<file path="config.mk">
export PLATFORM = sky130hd
export DESIGN_NAME = lei_link_event_regs
export DESIGN_NICKNAME = d
export VERILOG_FILES = /design/src/lei_unused_placeholder_never.sv /design/src/lei_pkg.sv /design/src/lei_evt_if.sv /design/src/lei_event_latch.sv /design/src/lei_link_event_regs.sv
export SDC_FILE = /design/constraint.sdc
export NUM_CORES = 1
export LEC_CHECK = 0
export BUFFER_PORTS_ARGS = -buffer_cell sky130_fd_sc_hd__buf_2
export CORE_MARGIN = 2
export CORE_UTILIZATION = 51
export DETAILED_ROUTE_END_ITERATION = 7
export HOLD_SLACK_MARGIN = 0.15
export PLACE_DENSITY_LB_ADDON = 0.05
export SYNTH_ARGS = -nofsm -noshare
export SYNTH_HDL_FRONTEND = slang
export SYNTH_SLANG_ARGS = --single-unit
</file>
<file path="constraint.sdc">
create_clock -name core_clk_i -period 1.3 [get_ports core_clk_i]
set_input_delay 0 -clock core_clk_i [delete_from_list [all_inputs] [get_ports core_clk_i]]
set_output_delay 0 -clock core_clk_i [all_outputs]
set_load 0.005 [all_outputs]
</file>
<file path="src/lei_unused_placeholder_never.sv">
// intentionally empty file kept out
`timescale 1ns/1ns

</file>
<file path="src/lei_pkg.sv">
// constants for the link event and interrupt register block
package lei_pkg;

  // ----------------------------------------------------------------
  // data width and event count
  // ----------------------------------------------------------------
  localparam int unsigned LEI_DW      = 8;
  localparam int unsigned LEI_NUM_EVT = 7;

  // ----------------------------------------------------------------
  // register offsets
  // ----------------------------------------------------------------
  localparam logic [7:0] LEI_ADDR_RSVD51 = 8'h51;
  localparam logic [7:0] LEI_ADDR_BOOST  = 8'h52;
  localparam logic [7:0] LEI_ADDR_RSVD53 = 8'h53;
  localparam logic [7:0] LEI_ADDR_STATUS = 8'h54;
  localparam logic [7:0] LEI_ADDR_RSVD55 = 8'h55;
  localparam logic [7:0] LEI_ADDR_ENABLE = 8'h56;

  // ----------------------------------------------------------------
  // reset and fixed read values
  // ----------------------------------------------------------------
  localparam logic [7:0] LEI_BOOST_RST  = 8'h00;
  localparam logic [7:0] LEI_STATUS_RST = 8'h00;
  localparam logic [7:0] LEI_ENABLE_RST = 8'h00;
  localparam logic [7:0] LEI_RSVD_VAL   = 8'h00;
  localparam logic [7:0] LEI_RSVD55_VAL = 8'h02;
  localparam logic [7:0] LEI_UNMAP_VAL  = 8'h00;

  // ----------------------------------------------------------------
  // status and enable bit positions
  // ----------------------------------------------------------------
  localparam int unsigned LEI_BIT_CARRIER    = 7;
  localparam int unsigned LEI_BIT_LOCK_FOUND = 6;
  localparam int unsigned LEI_BIT_SEC_FOUND  = 5;
  localparam int unsigned LEI_BIT_PRI_FOUND  = 4;
  localparam int unsigned LEI_BIT_EYE_MET    = 3;
  localparam int unsigned LEI_BIT_LOCK_LOST  = 2;
  localparam int unsigned LEI_BIT_SEC_LOST   = 1;
  localparam int unsigned LEI_BIT_PRI_LOST   = 0;

  // ----------------------------------------------------------------
  // start-up states
  // ----------------------------------------------------------------
  typedef enum logic [1:0] {
    LEI_ST_PRIME = 2'b01,
    LEI_ST_RUN   = 2'b10
  } lei_state_e;

endpackage

</file>
<file path="src/lei_evt_if.sv">
// event set, clear and flag signals between the register block and its latch bank
`timescale 1ns/1ns
interface lei_evt_if;
  import lei_pkg::*;
  logic [LEI_NUM_EVT-1:0] set;
  logic [LEI_NUM_EVT-1:0] clr;
  logic [LEI_NUM_EVT-1:0] flag;

  modport latch_mp (
    input  set,
    input  clr,
    output flag
  );
  modport ctrl_mp (
    output set,
    output clr,
    input  flag
  );
endinterface

</file>
<file path="src/lei_event_latch.sv">
// bank of sticky event flags, set dominant over clear
`timescale 1ns/1ns
module lei_event_latch
  import lei_pkg::*;
(
  input  wire logic   core_clk_i,
  input  wire logic   rst_n_i,
  lei_evt_if.latch_mp evt
);

  // ----------------------------------------------------------------
  // one flag per event
  // ----------------------------------------------------------------
  logic [LEI_NUM_EVT-1:0] flag_q;

  for (genvar i = 0; i < LEI_NUM_EVT; i++) begin : g_flag
    always_ff @(posedge core_clk_i) begin
      if (!rst_n_i) begin
        flag_q[i] <= LEI_STATUS_RST[i];
      end else if (evt.set[i]) begin
        // a new event beats a read-clear in the same cycle
        flag_q[i] <= 1'b1;
      end else if (evt.clr[i]) begin
        flag_q[i] <= 1'b0;
      end
    end
  end

  assign evt.flag = flag_q;

endmodule

</file>
<file path="src/lei_link_event_regs.sv">
// event status, event enable and boost readback registers of the link front end
`timescale 1ns/1ns
// ------------------------------------------------------------------
// Contract
// - read-only boost readback of adapted_boost_value_i
// - status bit 7 shows live selected carrier
// - bit 6 sets on lock gained
// - bit 5 sets on secondary carrier found
// - bit 4 sets on primary carrier found
// - bit 3 sets on eye thresholds reached
// - bit 2 sets on lock lost
// - bit 1 sets on secondary carrier lost
// - bit 0 sets on primary carrier lost
// - status read clears it, resets zero
// - enable bit 6 gates lock gained
// - enable bit 5 gates secondary found
// - enable bit 4 gates primary found
// - enable bit 3 gates eye threshold
// - enable bit 2 gates lock lost
// - enable bit 1 gates secondary lost
// - enable bit 0 gates primary lost, reset zero
// ------------------------------------------------------------------
module lei_link_event_regs
  import lei_pkg::*;
(
  input  wire logic              core_clk_i,
  input  wire logic              rst_n_i,
  input  wire logic [7:0]        reg_addr_i,
  input  wire logic              reg_rd_i,
  input  wire logic              reg_wr_i,
  input  wire logic [LEI_DW-1:0] reg_wdata_i,
  output logic      [LEI_DW-1:0] reg_rdata_o,
  output logic                   reg_rvalid_o,
  input  wire logic              primary_carrier_i,
  input  wire logic              secondary_carrier_i,
  input  wire logic              input_select_i,
  input  wire logic              cdr_lock_i,
  input  wire logic              eye_threshold_met_i,
  input  wire logic [LEI_DW-1:0] adapted_boost_value_i,
  output logic                   irq_o
);

  // ----------------------------------------------------------------
  // declarations
  // ----------------------------------------------------------------
  lei_state_e             state_q;
  logic                   primed;
  logic                   pri_prev_q;
  logic                   sec_prev_q;
  logic                   lock_prev_q;
  logic                   eye_prev_q;
  logic                   primary_signal_found_event;
  logic                   secondary_signal_found_event;
  logic                   primary_signal_lost_event;
  logic                   secondary_signal_lost_event;
  logic                   lock_found_event;
  logic                   lock_lost_event;
  logic                   eye_met_event;
  logic                   live_carrier;
  logic                   status_rd;
  logic                   enable_wr;
  logic [LEI_DW-1:0]      boost_q;
  logic [LEI_DW-1:0]      enable_q;
  logic [LEI_DW-1:0]      status_word;
  logic [LEI_DW-1:0]      rdata_d;
  logic [LEI_DW-1:0]      rdata_q;
  logic                   rvalid_q;
  logic                   irq_q;
  logic [LEI_NUM_EVT-1:0] set_vec;

  lei_evt_if evt ();

  lei_event_latch u_latch (
    .core_clk_i (core_clk_i),
    .rst_n_i    (rst_n_i),
    .evt        (evt.latch_mp)
  );

  // ----------------------------------------------------------------
  // start-up: first cycle after release only loads history
  // ----------------------------------------------------------------
  // without this, a carrier already present at release would be
  // reported as a fresh event
  always_ff @(posedge core_clk_i) begin
    if (!rst_n_i) begin
      state_q <= LEI_ST_PRIME;
    end else begin
      unique case (state_q)
        LEI_ST_PRIME: state_q <= LEI_ST_RUN;
        LEI_ST_RUN:   state_q <= LEI_ST_RUN;
        default:      state_q <= LEI_ST_PRIME;
      endcase
    end
  end

  assign primed = (state_q == LEI_ST_RUN);

  // ----------------------------------------------------------------
  // condition history for edge detection
  // ----------------------------------------------------------------
  always_ff @(posedge core_clk_i) begin
    if (!rst_n_i) begin
      pri_prev_q  <= 1'b0;
      sec_prev_q  <= 1'b0;
      lock_prev_q <= 1'b0;
      eye_prev_q  <= 1'b0;
    end else begin
      pri_prev_q  <= primary_carrier_i;
      sec_prev_q  <= secondary_carrier_i;
      lock_prev_q <= cdr_lock_i;
      eye_prev_q  <= eye_threshold_met_i;
    end
  end

  // ----------------------------------------------------------------
  // event edges
  // ----------------------------------------------------------------
  assign lock_found_event             = primed & cdr_lock_i & ~lock_prev_q;
  assign secondary_signal_found_event = primed & secondary_carrier_i & ~sec_prev_q;
  assign primary_signal_found_event   = primed & primary_carrier_i & ~pri_prev_q;
  assign eye_met_event                = primed & eye_threshold_met_i & ~eye_prev_q;
  assign lock_lost_event              = primed & ~cdr_lock_i & lock_prev_q;
  assign secondary_signal_lost_event  = primed & ~secondary_carrier_i & sec_prev_q;
  assign primary_signal_lost_event    = primed & ~primary_carrier_i & pri_prev_q;

  always_comb begin
    set_vec                     = '0;
    set_vec[LEI_BIT_LOCK_FOUND] = lock_found_event;
    set_vec[LEI_BIT_SEC_FOUND]  = secondary_signal_found_event;
    set_vec[LEI_BIT_PRI_FOUND]  = primary_signal_found_event;
    set_vec[LEI_BIT_EYE_MET]    = eye_met_event;
    set_vec[LEI_BIT_LOCK_LOST]  = lock_lost_event;
    set_vec[LEI_BIT_SEC_LOST]   = secondary_signal_lost_event;
    set_vec[LEI_BIT_PRI_LOST]   = primary_signal_lost_event;
  end

  assign evt.set = set_vec;

  // ----------------------------------------------------------------
  // register access decode
  // ----------------------------------------------------------------
  assign status_rd = reg_rd_i && (reg_addr_i == LEI_ADDR_STATUS);
  assign enable_wr = reg_wr_i && (reg_addr_i == LEI_ADDR_ENABLE);
  assign evt.clr   = {LEI_NUM_EVT{status_rd}};

  // ----------------------------------------------------------------
  // boost readback capture
  // ----------------------------------------------------------------
  always_ff @(posedge core_clk_i) begin
    if (!rst_n_i) begin
      boost_q <= LEI_BOOST_RST;
    end else begin
      boost_q <= adapted_boost_value_i;
    end
  end

  // ----------------------------------------------------------------
  // enable register
  // ----------------------------------------------------------------
  // bit 7 is kept and read back but gates nothing
  always_ff @(posedge core_clk_i) begin
    if (!rst_n_i) begin
      enable_q <= LEI_ENABLE_RST;
    end else if (enable_wr) begin
      enable_q <= reg_wdata_i;
    end
  end

  // ----------------------------------------------------------------
  // read data
  // ----------------------------------------------------------------
  assign live_carrier = input_select_i ? secondary_carrier_i : primary_carrier_i;
  assign status_word  = {live_carrier, evt.flag};

  always_comb begin
    rdata_d = LEI_UNMAP_VAL;
    unique case (reg_addr_i)
      LEI_ADDR_BOOST:  rdata_d = boost_q;
      LEI_ADDR_STATUS: rdata_d = status_word;
      LEI_ADDR_ENABLE: rdata_d = enable_q;
      LEI_ADDR_RSVD51: rdata_d = LEI_RSVD_VAL;
      LEI_ADDR_RSVD53: rdata_d = LEI_RSVD_VAL;
      LEI_ADDR_RSVD55: rdata_d = LEI_RSVD55_VAL;
      default:         rdata_d = LEI_UNMAP_VAL;
    endcase
  end

  // read data holds until the next read
  always_ff @(posedge core_clk_i) begin
    if (!rst_n_i) begin
      rdata_q  <= LEI_UNMAP_VAL;
      rvalid_q <= 1'b0;
    end else begin
      rvalid_q <= reg_rd_i;
      if (reg_rd_i) begin
        rdata_q <= rdata_d;
      end
    end
  end

  // ----------------------------------------------------------------
  // interrupt indication
  // ----------------------------------------------------------------
  // enables gate only the output; flags latch regardless so software
  // polling sees every event
  // each enable bit 0 to 6 gates its own flag only
  always_ff @(posedge core_clk_i) begin
    if (!rst_n_i) begin
      irq_q <= 1'b0;
    end else begin
      irq_q <= |(evt.flag & enable_q[LEI_NUM_EVT-1:0]);
    end
  end

  assign reg_rdata_o  = rdata_q;
  assign reg_rvalid_o = rvalid_q;
  assign irq_o        = irq_q;
endmodule

</file>
==> summary.md <==
| Metric | Value |
|---|---|
| Peak supply drop | 0.794 mV |
| Die width | 60.6 microns |
| Floorplan die height | 60.6 microns |
| Total length of routed met2 wires | 1.81 mm |
| Period minus WS final | 1.26 ns |
| Fraction of post-synthesis cell area in the top cell type by area | 47.7% |
| Detailed-routing iteration count for the pre-antenna-repair pass | 4 |
| Max Cap Viol | 0 |
| Number of vias per cell after detailed routing | 5.07 |
| Total length of routed met3 wires | 190 microns |
| Global-route wire length before repair | 6.19 mm |
| Slew at the pin closest to its max-slew limit | 0.457 ns |
| Minimum setup slack in the final design | 0.0447 ns |
| Smallest hold slack | 0.256 ns |
| Routed wirelength normalized by instance count | 13.0 microns |
| Status | completed |
| Number of clock buffers inserted by TritonCTS | 5 |
| Max H-tree Level | 2 |
| Number of buffers on the longest clock path | 2 |
| Remaining DRCs | 0 |
| Mapped Cells | 169 |
| Worst clock skew | 0.0115 ns |
| Highest layer used for signal routing | met4 |
| Clock slew at the register clock pins of the worst setup and hold paths | 0.11 ns |
| Largest delay contributor family on the critical path | compound AO/OA/AOI/OAI gates |
| Die Footprint | 3680 sq um |
| Element type at the critical path start | flop |
| Area contributors post-synth | sky130_fd_sc_hd__dfxtp_1 48%, sky130_fd_sc_hd__nand2_1 6.7%, sky130_fd_sc_hd__mux2_2 5.5% |
| Filler Cell Count | 244 |
| Number of buffer cells added on primary ports | 42 |
| Netlist cell types | 28 |
| Worst slew margin | 69.4% |
| Cell type with the largest total area after synthesis | sky130_fd_sc_hd__dfxtp_1 |
| I/O Pins | 43 |
| Root cell of the clock tree | sky130_fd_sc_hd__clkbuf_4 |
| Number of global-route vias before repair | 1446 |
| Sequential share of the synthesized area | 47.7% |
| Maximum number of pins on one net before global-route repair | 15 |
| Power after layout | 2.27 mW |
| Synth-to-Final Area Change | 41.0% |
| Netlist area before placement | 1640 sq um |
| GRT Residual Overflow | 0 |
| Number of nets with antenna violations after routing | 0 |
| Critical path's slowest cell | sky130_fd_sc_hd__dfxtp_1 |
| Clk sink count | 39 |
| Worst path max stage delay | 0.34 ns |
| Std cell rows | 20 |
| Unrepaired setup endpoints after global routing | false |
| Ant. Diodes | 0 |
| Most used cells in the layout excluding fill and tap cells | 41 x sky130_fd_sc_hd__buf_2, 39 x sky130_fd_sc_hd__dfxtp_1, 33 x sky130_fd_sc_hd__dlygate4sd3_1, 29 x sky130_fd_sc_hd__nand2_1, 13 x sky130_fd_sc_hd__and2_1 |
| Synthesized area per cell | 9.68 sq um |
| Required time at the endpoint of the critical path | 1.53 ns |
| Worst slack after detailed placement | 0.0540 ns |
| Violation count after the first detailed-route iteration | 55 |
| Final hold violation count | 0 |
| Total buffers and inverters traversed by the critical path | 0 |
| Detailed Route WL | 3.82 mm |
| Post-layout instance count excluding filler cells | 294 |
| Starting density of the core | 53.6% |
| Total of flip-flops plus latches after synthesis | 39 |
| Number of antenna violations at the first check in global routing | 0 |
| Fraction of final layout cells sized beyond drive strength 1 | 28.8% |
| Number of nets in the final layout | 284 |
| Met1 Wirelength | 1.73 mm |
| Post-Syn Nets | 203 |
| Worst-skew pair later-pin latency | 0.34 ns |
| Power density cells | 986 nW/um^2 |
| Total core area | 3050 sq um |
| Critical path endpoint category | flop |
| HPWL after detailed placement | 2.51 mm |
| Achievable Freq | 797 MHz |
| Tcrit/Tclk final | 96.6% |
| CP Data Arrival Time | 1.49 ns |
| Path type of the worst setup path | flop to flop |
| Number of placed instances, taps included | 251 |
| Most frequent standard cell in the layout excluding fill and tap cells | sky130_fd_sc_hd__buf_2 |
| Worst min-delay path class | input pin to flop |
| Most repeated library cell on the critical path | sky130_fd_sc_hd__a32o_1 |
| GRT Util Overall | 23.1% |
| Ordered list of cells on the worst path | or2_2, a32o_1, a32o_1 |
| Setup slack of the most critical reg-to-reg path | 0.04 ns |
| Routability congestion estimate | 0.829 |
| Final setup TNS | 0 ns |
| Crit-path max FO | 3 |
| Total number of vias | 1490 |
| TritonCTS clock tree | done |
| Leak Pwr | 1.05 nW |
| Fin. max-slew vios | 0 |
| Number of failing setup endpoints in the final timing report | 0 |
| YS warnings | 0 |
sequential cells by signal (all words and copies together) (netlist names):
signal	cells
boost_q	8
enable_q	8
reg_rdata_o	8
u_latch.evt.flag	7
state_q	2
eye_prev_q	1
irq_o	1
lock_prev_q	1
pri_prev_q	1
reg_rvalid_o	1
sec_prev_q	1
per-layer routing:
metal | up-vias | GRT usage [%]
met2 | 44 | 37.3
met3 | 9 | 6.82
li1 | 741 | -
met5 | - | 0
met1 | 696 | 28.9
met4 | 0 | 9.32
power breakdown:
part / leakage [nW] / internal [mW] / total [mW] / switching, mW
clock: 0.0341 / 0.251 / 0.624 / 0.373
sequential: 0.319 / 1.26 / 1.29 / 0.0296
combinational: 0.695 / 0.202 / 0.358 / 0.156
total: 1.05 / 1.71 / 2.27 / 0.559
kinds of logic after synthesis:
logic type               after synthesis  synth area share, %
flip-flops                            39                 47.7
adder cells (fa/ha/maj)                1                0.765
AND/OR/NAND/NOR                       58                 19.4
multiplexers                          17                 11.3
buffers and inverters                 19                 5.43
AO/OA/AOI/OAI                         35                 15.3
final timing paths:
check / startpoint / to / depth (start not counted)
max: u_latch.evt.flag[1] / reg_rdata_o[1] / 3
min: rst_n_i / reg_rdata_o[2] / 5
max reg2reg: u_latch.evt.flag[1] / reg_rdata_o[1] / 3
min reg2reg: reg_rdata_o[3] / reg_rdata_o[3] / 2
layout make-up:
type | count | area [sq um] | share of cell area, %
clock inverter | 1 | 5.00 | 0.217
inverter | 11 | 41.3 | 1.79
timing repair buffer | 82 | 596 | 25.8
clock buffer | 6 | 51.3 | 2.22
sequential | 39 | 781 | 33.9
multi-input combinational | 111 | 777 | 33.7
tap | 44 | 55.1 | 2.39
cells in the mapped netlist:
cell type and number:
sky130_fd_sc_hd__dfxtp_1 39, sky130_fd_sc_hd__nand2_1 29, sky130_fd_sc_hd__and2_1 13, sky130_fd_sc_hd__inv_1 11, sky130_fd_sc_hd__a22oi_1 9, sky130_fd_sc_hd__a31oi_1 8, sky130_fd_sc_hd__mux2_2 8, sky130_fd_sc_hd__mux2i_1 8
sky130_fd_sc_hd__nor2_1 7, sky130_fd_sc_hd__o21a_1 7, sky130_fd_sc_hd__o21ai_0 7, sky130_fd_sc_hd__clkbuf_1 3, sky130_fd_sc_hd__a32o_1 2, sky130_fd_sc_hd__buf_2 2, sky130_fd_sc_hd__buf_4 2, sky130_fd_sc_hd__nor2b_1 2
sky130_fd_sc_hd__a222oi_1 1, sky130_fd_sc_hd__and3b_1 1, sky130_fd_sc_hd__and4bb_2 1, sky130_fd_sc_hd__buf_6 1, sky130_fd_sc_hd__ha_1 1, sky130_fd_sc_hd__mux2_4 1, sky130_fd_sc_hd__nand4_4 1, sky130_fd_sc_hd__nor2b_2 1
sky130_fd_sc_hd__nor3b_2 1, sky130_fd_sc_hd__nor3b_4 1, sky130_fd_sc_hd__o2111ai_2 1, sky130_fd_sc_hd__or2_2 1
through the flow:
| step | utilization, % | cell area (sq um) |
|---|---|---|
| after detailed placement | 61.7 | 1880 |
| after CTS | 74.3 | 2270 |
| after global placement | 61.7 | 1880 |
| after global routing | 75.5 | 2310 |
| final | 75.5 | 2310 |
| after floorplan | - | 1640 |
worst reg2reg max path, cell delays in order, from the launching register on:
cell	delay (ns)
sky130_fd_sc_hd__dfxtp_1	0.34
sky130_fd_sc_hd__or2_2	0.30
sky130_fd_sc_hd__a32o_1	0.27
sky130_fd_sc_hd__a32o_1	0.25
repair_timing:
item / 4_1_cts / 5_1_grt
hold buffers: 33 / 0
endpoints found under the setup margin: 0 / 15
endpoints found under the hold margin: 36 / 0
resized for setup: 0 / 3
buffers inserted: 0 / 3
Note: power is estimated with default switching activity, not from simulation.
